## src/include/hbp_pkg.sv

```systemverilog
// Constants and carrier types for the processor-side bus port and reset block
package hbp_pkg;

    localparam int ADDR_W     = 12;  // Host address width
    localparam int DATA_W     = 8;   // Host data width
    localparam int CS_W       = 3;   // Shared chip-select-capable pins
    localparam int DEC_W      = CS_W + ADDR_W;  // Decode vector {cs3,cs2,cs1,addr}
    localparam int IO_REG_W   = 4;   // Peripheral register index width
    localparam int MEM_OFS_W  = 11;  // Memory offset passed to the arrays
    localparam int PB_SHARE_W = 2;   // Port B lines four and five
    localparam int RESET_MIN_PERIODS = 4;  // Least low time of the initialise pin

    localparam logic [DATA_W-1:0] DATA_RESET   = 8'h00;
    localparam logic [DATA_W-1:0] PORT_C_RESET = 8'hFF;

    // Pin samples, one synchroniser stage
    typedef struct packed {
        logic [ADDR_W-1:0] addr;
        logic [DATA_W-1:0] data;
        logic [CS_W-1:0]   shared;   // {input_port_line_two, line_four, line_five}
        logic              rw;
        logic              phase_two;
        logic              init_n;
    } hbp_pins_t;

    // Function selects
    typedef struct packed {
        logic rom;
        logic ram;
        logic io;
    } hbp_sel_t;

    // Whole state of the port
    typedef struct packed {
        hbp_pins_t         s1;
        hbp_pins_t         s2;
        logic              phase_prev;
        logic              init;
        logic              wr_strobe;
        logic [DATA_W-1:0] wr_data;
        logic              rd_oe;
        logic [DATA_W-1:0] rd_data;
        logic [DATA_W-1:0] port_c;
    } hbp_state_t;

endpackage

```

## src/verilog/hbp_host_port.sv

```systemverilog
// Processor-side bus port, address decode and reset handling
`timescale 1ns/10ps
module hbp_host_port #(
    parameter logic [2:0]  CS_PIN_MASK = 3'b000,  // Set bit makes that shared pin a select
    parameter logic [14:0] ROM_CARE    = 15'h0800,
    parameter logic [14:0] ROM_VALUE   = 15'h0800,
    parameter logic [14:0] RAM_CARE    = 15'h0F80,
    parameter logic [14:0] RAM_VALUE   = 15'h0000,
    parameter logic [14:0] IO_CARE     = 15'h0FF0,
    parameter logic [14:0] IO_VALUE    = 15'h0700
) (
    // Clock and reset
    input  wire logic                          clk_in,
    input  wire logic                          resetn_in,
    // Host bus pins
    input  wire logic                          active_low_initialise_in,
    input  wire logic                          phase_two_in,
    input  wire logic                          read_not_write_in,
    input  wire logic [hbp_pkg::ADDR_W-1:0]    host_address_lines_in,
    input  wire logic [hbp_pkg::DATA_W-1:0]    host_data_lines_in,
    output logic      [hbp_pkg::DATA_W-1:0]    host_data_lines_out,
    output logic                               host_data_lines_oe_out,
    // Shared select or peripheral pins
    input  wire logic                          port_b_line_four_in,
    output logic                               port_b_line_four_out,
    output logic                               port_b_line_four_oe_out,
    input  wire logic                          port_b_line_five_in,
    output logic                               port_b_line_five_out,
    output logic                               port_b_line_five_oe_out,
    input  wire logic                          input_port_line_two_in,
    // Port C pins
    output logic      [hbp_pkg::DATA_W-1:0]    port_c_out,
    // Internal peripheral side
    input  wire logic [hbp_pkg::PB_SHARE_W-1:0] pb_drive_in,
    input  wire logic [hbp_pkg::PB_SHARE_W-1:0] pb_oe_in,
    output logic      [hbp_pkg::CS_W-1:0]      shared_io_out,
    input  wire logic [hbp_pkg::DATA_W-1:0]    port_c_data_in,
    input  wire logic [hbp_pkg::DATA_W-1:0]    rd_data_in,
    output hbp_pkg::hbp_sel_t                  sel_out,
    output logic      [hbp_pkg::MEM_OFS_W-1:0] mem_offset_out,
    output logic      [hbp_pkg::IO_REG_W-1:0]  io_reg_out,
    output logic                               wr_strobe_out,
    output logic      [hbp_pkg::DATA_W-1:0]    wr_data_out,
    output logic                               init_out
);
    import hbp_pkg::*;

    ////////////////////////////////////////////////////////////////////////////////
    // Parameter checks
    if ((3'((ROM_CARE | RAM_CARE | IO_CARE) >> ADDR_W) & ~CS_PIN_MASK) != 3'b000) begin : g_bad_cs
        $error("Decode uses a shared pin that is not a chip select");
    end
    if (((ROM_VALUE & ~ROM_CARE) | (RAM_VALUE & ~RAM_CARE) | (IO_VALUE & ~IO_CARE)) != 15'h0000)
    begin : g_bad_val
        $error("Decode value has bits outside its care mask");
    end

    ////////////////////////////////////////////////////////////////////////////////
    // Decode helpers
    hbp_state_t       r;
    hbp_state_t       next_r;
    logic [DEC_W-1:0] dec_vec;
    logic             any_sel;
    logic             phase_fall;
    logic             rd_cond;
    logic             wr_cond;
    hbp_sel_t         sel;

    // Per-bit require high, require low or ignore
    function automatic logic dec_match(input logic [DEC_W-1:0] v,
                                       input logic [DEC_W-1:0] care,
                                       input logic [DEC_W-1:0] val);
        return ((v ^ val) & care) == 15'h0000;
    endfunction

    // Address and selects form the decode vector
    always_comb begin
        dec_vec    = {r.s2.shared, r.s2.addr};
        sel.io     = dec_match(dec_vec, IO_CARE, IO_VALUE);
        sel.ram    = dec_match(dec_vec, RAM_CARE, RAM_VALUE) && !sel.io;
        sel.rom    = dec_match(dec_vec, ROM_CARE, ROM_VALUE) && !sel.io && !sel.ram;
        any_sel    = (sel.io || sel.ram || sel.rom) && !r.init;
        phase_fall = r.phase_prev && !r.s2.phase_two;
        rd_cond    = any_sel && r.s2.rw && r.s2.phase_two;
        wr_cond    = any_sel && !r.s2.rw && phase_fall;
    end

    ////////////////////////////////////////////////////////////////////////////////
    // Next state
    always_comb begin
        next_r              = r;
        next_r.s1.addr      = host_address_lines_in;
        next_r.s1.data      = host_data_lines_in;
        next_r.s1.shared    = {input_port_line_two_in, port_b_line_four_in, port_b_line_five_in};
        next_r.s1.rw        = read_not_write_in;
        next_r.s1.phase_two = phase_two_in;
        next_r.s1.init_n    = active_low_initialise_in;
        next_r.s2           = r.s1;
        next_r.phase_prev   = r.s2.phase_two;
        // Initialise level taken at each phase-two fall
        if (phase_fall) begin
            next_r.init = !r.s2.init_n;
        end
        // One-cycle write pulse
        next_r.wr_strobe = wr_cond;
        // Drive the data bus only in a selected read
        next_r.rd_oe   = rd_cond;
        next_r.rd_data = rd_cond ? rd_data_in : DATA_RESET;
        // Port C forced high during initialise
        next_r.port_c  = next_r.init ? PORT_C_RESET : port_c_data_in;
        if (next_r.init) begin
            next_r.wr_strobe = 1'b0;
            next_r.rd_oe     = 1'b0;
        end
        // Byte is taken only together with its strobe, so a write that meets an
        // initialise on the same fall leaves the last written byte untouched
        if (next_r.wr_strobe) begin
            next_r.wr_data = r.s2.data;
        end
    end

    // State register
    always_ff @(posedge clk_in) begin
        if (!resetn_in) begin
            r        <= '0;
            r.init   <= 1'b1;
            r.port_c <= PORT_C_RESET;
        end else begin
            r <= next_r;
        end
    end

    ////////////////////////////////////////////////////////////////////////////////
    // Outputs
    assign host_data_lines_out    = r.rd_data;
    assign host_data_lines_oe_out = r.rd_oe;
    assign port_c_out             = r.port_c;
    assign sel_out                = any_sel ? sel : '0;
    assign mem_offset_out         = r.s2.addr[MEM_OFS_W-1:0];
    assign io_reg_out             = r.s2.addr[IO_REG_W-1:0];
    assign wr_strobe_out          = r.wr_strobe;
    assign wr_data_out            = r.wr_data;
    assign init_out               = r.init;

    // Select pins are cut from the peripheral and never driven
    assign shared_io_out           = r.s2.shared & ~CS_PIN_MASK;
    assign port_b_line_five_out    = pb_drive_in[0];
    assign port_b_line_four_out    = pb_drive_in[1];
    assign port_b_line_five_oe_out = pb_oe_in[0] && !CS_PIN_MASK[0] && !r.init;
    assign port_b_line_four_oe_out = pb_oe_in[1] && !CS_PIN_MASK[1] && !r.init;
endmodule

```

## config.mk

```make
export PLATFORM = sky130hd
export DESIGN_NAME = hbp_host_port
export DESIGN_NICKNAME = d
export VERILOG_FILES = /design/src/include/hbp_pkg.sv /design/src/verilog/hbp_host_port.sv
export SDC_FILE = /design/constraint.sdc
export NUM_CORES = 1
export LEC_CHECK = 0
export BUFFER_PORTS_ARGS = -buffer_cell sky130_fd_sc_hd__buf_2
export CELL_PAD_IN_SITES_DETAIL_PLACEMENT = 0
export CELL_PAD_IN_SITES_GLOBAL_PLACEMENT = 1
export CORE_MARGIN = 2
export CORE_UTILIZATION = 36
export DETAILED_ROUTE_END_ITERATION = 6
export PLACE_DENSITY = 0.76
export SYNTH_ARGS = -nofsm -noshare
export SYNTH_HDL_FRONTEND = slang
export SYNTH_SLANG_ARGS = --single-unit
export TNS_END_PERCENT = 1
```

## constraint.sdc

```tcl
create_clock -name clk_in -period 2.09 [get_ports clk_in]
set_input_delay 0.209 -clock clk_in [delete_from_list [all_inputs] [get_ports clk_in]]
set_output_delay 0.209 -clock clk_in [all_outputs]
set_load 0.02 [all_outputs]
```

---- Word-level counts from Yosys, hierarchy flattened ----
Cells that the tools add are included.
operators by class
  mux-type cells .......................... 3
  bitwise operators ....................... 3
  reduce and logical (&&, ||, !) cells .... 24
operators with widths
  operator             number
  15-bit logical NOT   3
  1-bit logical AND    11
  1-bit logical NOT    6
  3-bit two-way mux    1
  3-bit inverter       1
  1-bit logical OR     2
  1-bit two-way mux    2
  1-bit inverter       2
  2-bit AND reduction  1
  2-bit OR reduction   1
word-level totals
  register bits after elaboration ......... 80
  input port bits ......................... 48
  output and inout bits ................... 52

---- Logic depth before layout (Yosys ltp) ----
Gate-level depths: netlist (run 1).
  word-level depth ........................ 11
  gate-level depth with buffers ........... 5

---- Worst setup path after synthesis (run 1) ----
OpenSTA, ideal clock, no wires.
  path kind ............................... register to register
  start ................................... reg r (netlist bit dec_vec[11])
  end ..................................... reg r (netlist bit wr_data_out[0])
  setup time .............................. 0.072 ns
  data arrival time ....................... 1.372 ns
  data required time ...................... 2.018 ns
  path slack .............................. 0.647 ns
  stages on the path, launching flop included .. 6
  clock period less this slack ............ 1.443 ns
  cell sequence ........................... dfxtp_1 nor4b_4 a211oi_2 nor4_2 buf_6 mux2i_1
on the way
  longest elaborated chain between the ends .. 10
  elaborated cells between the ends (all ways) .. 15
ends and longest elaborated chain
  element                           RTL line                                  source
  start, declared                   hbp_host_port.sv:60                       hbp_state_t r;
  start signal, assigned            hbp_host_port.sv:129                      r <= next_r;
  15-bit logical NOT                hbp_host_port.sv:73                       return ((v ^ val) & care) == 15'h0000;
  1-bit logical NOT                 hbp_host_port.sv:80, hbp_host_port.sv:81
  1-bit logical AND                 hbp_host_port.sv:80                       sel.ram = dec_match(dec_vec, RAM_CARE, RAM_VALUE) && !sel.io;
  1-bit logical NOT                 hbp_host_port.sv:81                       sel.rom = dec_match(dec_vec, ROM_CARE, ROM_VALUE) && !sel.io && !sel.ram;
  1-bit logical AND                 hbp_host_port.sv:81
  1-bit logical OR *                hbp_host_port.sv:82                       any_sel = (sel.io || sel.ram || sel.rom) && !r.init;
  1-bit logical AND *               hbp_host_port.sv:82
  1-bit logical AND * (2 in a row)  hbp_host_port.sv:85                       wr_cond = any_sel && !r.s2.rw && phase_fall;
  1-bit two-way mux *               hbp_host_port.sv:111                      if (next_r.init) begin
Mark *: on every way between the ends. The rest lies on a longest branch, timed or not.
A chain may end at the register's enable or synchronous reset.

==> reports/summary.txt, run 1 <==
first-pass GRT wire length - 6830 um
Initial Util - 0.372
share of layout cells above drive strength 1 - 0.387
Via density - 3.86
reg2reg setup slack - 0.42 ns
Leakage - 1.42 nW
min Tclk post-route - 1.79 ns
via count - 1559
Die W - 90.5 um
final antenna diode count - 0
final setup vio count - 0
cts bufs inserted - 9
DRT iter0 DRCs - 51
syn nets - 293
critical path peak fanout - 3
Remaining DRCs - 0
Synth Register Bits - 80
post-route ant nets - 0
RSZ-0062 raised after global routing - no
fmax - 558 MHz
Synth warnings - 0
maximum level of the CTS H-tree - 3
register area share after synthesis - 0.594
GP Congestion - 0.708
max-slew violation count - 0
Gate Count Post-Synth - 245
Total Wirelength - 4210 um
fin crit share - 0.858
Fin. Hold Viols - 0
Worst Path Buf+Inv - 1
share of the synthesized area in the top cell type - 0.594
crit-path leading delay family - simple AND/OR/NAND/NOR gates
pin count of the biggest net entering global routing - 68
Placed Instances - 388
critical path class - flop to primary output
critical path cell sequence - nor4_1 > nor3b_1 > buf_2
worst hold path class - input pin to flop
Crit path largest cell delay - 0.47 ns
status - finished, final reports clean
post-synth top area cell - dfxtp_1
Die ar. - 8200 um2
hold buffer count at cts - 0
unique cell type count in the Yosys netlist - 19
Final Skew - 0.00686 ns
core outline area - 7250 um2
Final Util - 0.430
initial antenna violation count - 0
row count - 31
setup_tns - 0 ns
vias in the first global route - 1493
latest clock arrival within the worst-skew pair - 0.34 ns
WL/cell - 10.4 um
mean area per synthesized cell - 11.0 um2
slew margin rel. - 0.663
maxcap violations - 0
CTS tree - built
Bufs on Longest Clock Path - 2
Setup Buffers After CTS - 0
Nets - 348
Crit. End Element - primary output
Die H - 90.5 um
grt ovf - 0
GRT Total Usage - 0.108
Worst path slowest cell - nor4_1
pwr dens - 884 nW/um2
Pre-antenna DRT Iters - 3
hold_ws - 0.0381 ns
post_cts resized - 0
Layout Area Growth over Synthesis - 15.6%
Synth area leaders - dfxtp_1 59%, and2_1 14%, buf_4 12%
IO Port Bufs - 95
num ports - 100
post-synthesis instance area - 2700 um2
Slew @ Worst Pin - 0.506 ns
Critical Path AT - 1.58 ns
Critical Path RT - 1.88 ns
register clock-pin slew on the reported worst setup and hold paths - 0.08 ns
clk sink count - 80
type of origin of the critical path - flop
clk root buf - clkbuf_8
Detailed Place HPWL - 2900 um
VDD IR-drop max - 281 uV
non-filler cells, final - 404
registers in the layout (all words and copies together), names as in the netlist:
| register | cells |
|---|---|
| port_c_out | 8 |
| next_r | 27 |
| wr_strobe_out | 1 |
| io_reg_out | 4 |
| dec_vec | 1 |
| shared_io_out | 3 |
| host_data_lines_oe_out | 1 |
| mem_offset_out | 7 |
| host_data_lines_out | 8 |
| init_out | 1 |
| wr_data_out | 8 |
| r | 11 |
kinds of logic (layout without fill, tap and decap cells):
kind of cell           count (synthesis)  count (layout)  synth area share
multiplexers                           8               8            0.0297
AND/OR/NAND/NOR                      101             101             0.229
buffers and inverters                 54             114             0.139
flip-flops                            80              80             0.594
AO/OA/AOI/OAI                          2               2           0.00835
layer usage:
metal	global-route usage	up-vias	wire, um
li1	-	822	-
met1	0.118	666	1830
met2	0.171	60	1890
met3	0.0476	11	377
met4	0.0705	0	109
met5	0	-	0
final cells by class:
| cell class | count | area, um2 |
|---|---|---|
| fillers | 725 | 4140 |
| flip-flops and latches | 80 | 1600 |
| multi-input cells | 111 | 719 |
| repair buffers | 97 | 490 |
| clock buffers | 9 | 124 |
| well taps | 99 | 124 |
| clock inverters | 7 | 55.1 |
| inverters | 1 | 3.75 |
Yosys cell counts:
| master | number |
|---|---|
| nor4b_4 | 1 |
| o211a_1 | 1 |
| nor3b_1 | 1 |
| inv_1 | 1 |
| dfxtp_1 | 80 |
| and4bb_2 | 1 |
| nand2b_1 | 10 |
| nor3_2 | 1 |
| buf_6 | 1 |
| nand2_1 | 19 |
| buf_4 | 44 |
| and2_1 | 62 |
| nor2b_1 | 3 |
| nor2_1 | 1 |
| clkbuf_1 | 8 |
| nor4_2 | 1 |
| nor4_1 | 1 |
| a211oi_2 | 1 |
| mux2i_1 | 8 |
cell usage in the layout, fill, tap and decap left out, types with 2 or more instances in the layout:
| master | instances |
|---|---|
| and2_1 | 62 |
| buf_2 | 95 |
| buf_4 | 2 |
| clkbuf_8 | 9 |
| clkinvlp_4 | 2 |
| dfxtp_1 | 80 |
| inv_6 | 3 |
| mux2i_1 | 8 |
| nand2_1 | 19 |
| nand2b_1 | 10 |
| nor2b_1 | 3 |
worst paths after layout:
kind / from / endpoint / cells past startpoint
worst max-delay path: mem_offset_out[8]$_SDFF_PN0_ / sel_out[1] / 3
worst min-delay path: port_c_data_in[5] / port_c_out[5]$_SDFF_PP1_ / 2
worst max register to register: mem_offset_out[8]$_SDFF_PN0_ / wr_data_out[2]$_SDFFE_PN0P_ / 5
worst min register to register: next_r[29]$_SDFF_PN0_ / next_r[27]$_SDFF_PN0_ / 1
where the power goes:
part,total [mW],internal [mW],switching (mW)
Sequential,1.59,1.57,0.0162
Combinational,0.146,0.0752,0.0706
Clock,1.02,0.443,0.577
Total,2.76,2.09,0.664
stage by stage:
stage / setup slack [ns] / cell area (um2) / power [mW]
global placement: 0.542 / 2940 / 1.77
CTS: 0.257 / 3120 / 2.81
detailed placement: 0.412 / 2940 / 1.77
global route: 0.0969 / 3120 / 2.90
floorplan: 0.647 / 2700 / 1.73
finish: 0.297 / 3120 / 2.76
Power figures use the tool's default switching activity.
==> run 2: changes to the inputs <==
Clock period 2.09 ns to 1.98 ns, I/O delays scaled along.
==> run 2 against run 1 <==
Global-route usage is 0.36 points higher. Clock power increased by 5%. Power increased by 5.2%.
==> reports/summary.txt, run 2 (synthesis results as in run 1) <==
Worst Setup EP - sel_out[1]
Fillers - 755
register clock-pin slew on the reported worst setup and hold paths - 0.08 ns
Setup Buffers After CTS - 0
core outline area - 7250 um2
Die ar. - 8200 um2
Fin. Hold Viols - 0
commonest non-fill, non-tap cell in the layout - buf_2
post-route ant nets - 0
status - finished, final reports clean
most frequent cells in the layout - 95 x buf_2, 80 x dfxtp_1, 62 x and2_1, 19 x nand2_1, 10 x nand2b_1
Initial Util - 0.372
grt ovf - 0
setup_tns - 0 ns
CTS tree - built
Bufs on Longest Clock Path - 2
max reg flops - 27
fmax - 583 MHz
reg2reg setup slack - 0.36 ns
final setup vio count - 0
maxcap violations - 0
Reg-to-Reg Start - mem_offset_out[8]$_SDFF_PN0_
worst hold path class - input pin to flop
Crit path largest cell delay - 0.41 ns
fin crit share - 0.866
Critical Path AT - 1.52 ns
final antenna diode count - 0
RSZ-0062 raised after global routing - no
VDD IR-drop max - 286 uV
HP Start - port_c_data_in[5]
Final Skew - 0.00829 ns
num ports - 100
Critical Path RT - 1.78 ns
Crit. End Element - primary output
GP Congestion - 0.709
crit path launch - mem_offset_out[8]$_SDFF_PN0_
row count - 31
Die H - 90.5 um
latest clock arrival within the worst-skew pair - 0.34 ns
initial antenna violation count - 0
critical path peak fanout - 3
type of origin of the critical path - flop
Leakage - 1.42 nW
Pre-antenna DRT Iters - 4
pin count of the biggest net entering global routing - 68
WL/cell - 10.4 um
cts bufs inserted - 9
GRT Total Usage - 0.112
Via density - 3.80
slew margin rel. - 0.675
first-pass GRT wire length - 7020 um
IO Port Bufs - 95
Nets - 348
post_cts resized - 0
clk root buf - clkbuf_8
Post-Place Worst Slack - 0.361 ns
hold buffer count at cts - 0
Detailed Place HPWL - 2900 um
clk sink count - 80
Total Wirelength - 4220 um
pwr dens - 930 nW/um2
critical path class - flop to primary output
DRT iter0 DRCs - 39
vias in the first global route - 1520
maximum level of the CTS H-tree - 3
FF-to-FF path depth - 5
Layout Area Growth over Synthesis - 15.6%
Worst path slowest cell - nor4_1
Slew @ Worst Pin - 0.487 ns
share of layout cells above drive strength 1 - 0.387
critical path cell sequence - nor4_1 > nor3b_1 > buf_2
RR Endpoint - wr_data_out[6]$_SDFFE_PN0P_
Die W - 90.5 um
worst setup margin - 0.265 ns
via count - 1537
min Tclk post-route - 1.71 ns
Remaining DRCs - 0
max-slew violation count - 0
==> run 2: cell count changes in the layout (fill, tap and decap cells not counted) <==
cell,before,now
clkinv_4,1,2
inv_6,3,2
==> run 2: stage by stage <==
stage,cells,hold WS [ns],utilization,cell area [um2],power [mW]
2_1_floorplan,245,0.299,-,2700,1.83
3_3_place_gp,388,0.379,0.405,2940,1.87
3_5_place_dp,388,0.381,0.405,2940,1.87
4_1_cts,404,0.00658,0.430,3120,2.95
5_1_grt,404,0.00710,0.430,3120,3.06
6_report,404,0.0309,0.430,3120,2.90
==> run 2: routing by layer <==
layer / global-route usage / wire [um] / part of all wire
met1: 0.129 / 1870 / 0.44
met2: 0.170 / 1910 / 0.45
met3: 0.0543 / 355 / 0.084
met4: 0.0628 / 81 / 0.019
met5: 0 / 0 / 0
==> run 2: worst min-delay path by stage <==
stage,to,depth (start not counted)
floorplan,port_c_out[0]$_SDFF_PP1_,1
global placement,port_c_out[5]$_SDFF_PP1_,2
detailed placement,port_c_out[0]$_SDFF_PP1_,2
CTS,port_c_out[5]$_SDFF_PP1_,2
global route,port_c_out[0]$_SDFF_PP1_,2
finish,port_c_out[5]$_SDFF_PP1_,2
==> run 2: cell type report <==
cell class	count	area, um2	area share
Clock buffer	9	124	0.0397
Clock inverter	7	55.1	0.0177
Inverter	1	3.75	0.00120
Multi-Input combinational cell	111	719	0.231
Sequential cell	80	1600	0.514
Tap cell	99	124	0.0397
Timing Repair Buffer	97	490	0.157
==> run 2: worst max-delay path: cells and delay by family, from the launching register on <==
family | cells | cell delay (ns)
simple gates | 2 | 0.65
flops | 1 | 0.33
buf+inv | 1 | 0.20
==> run 2: where the power goes <==
group          total [mW]  internal (mW)  switching [mW]
Combinational       0.153         0.0793          0.0741
Clock                1.07          0.465           0.602
Sequential           1.68           1.66          0.0174
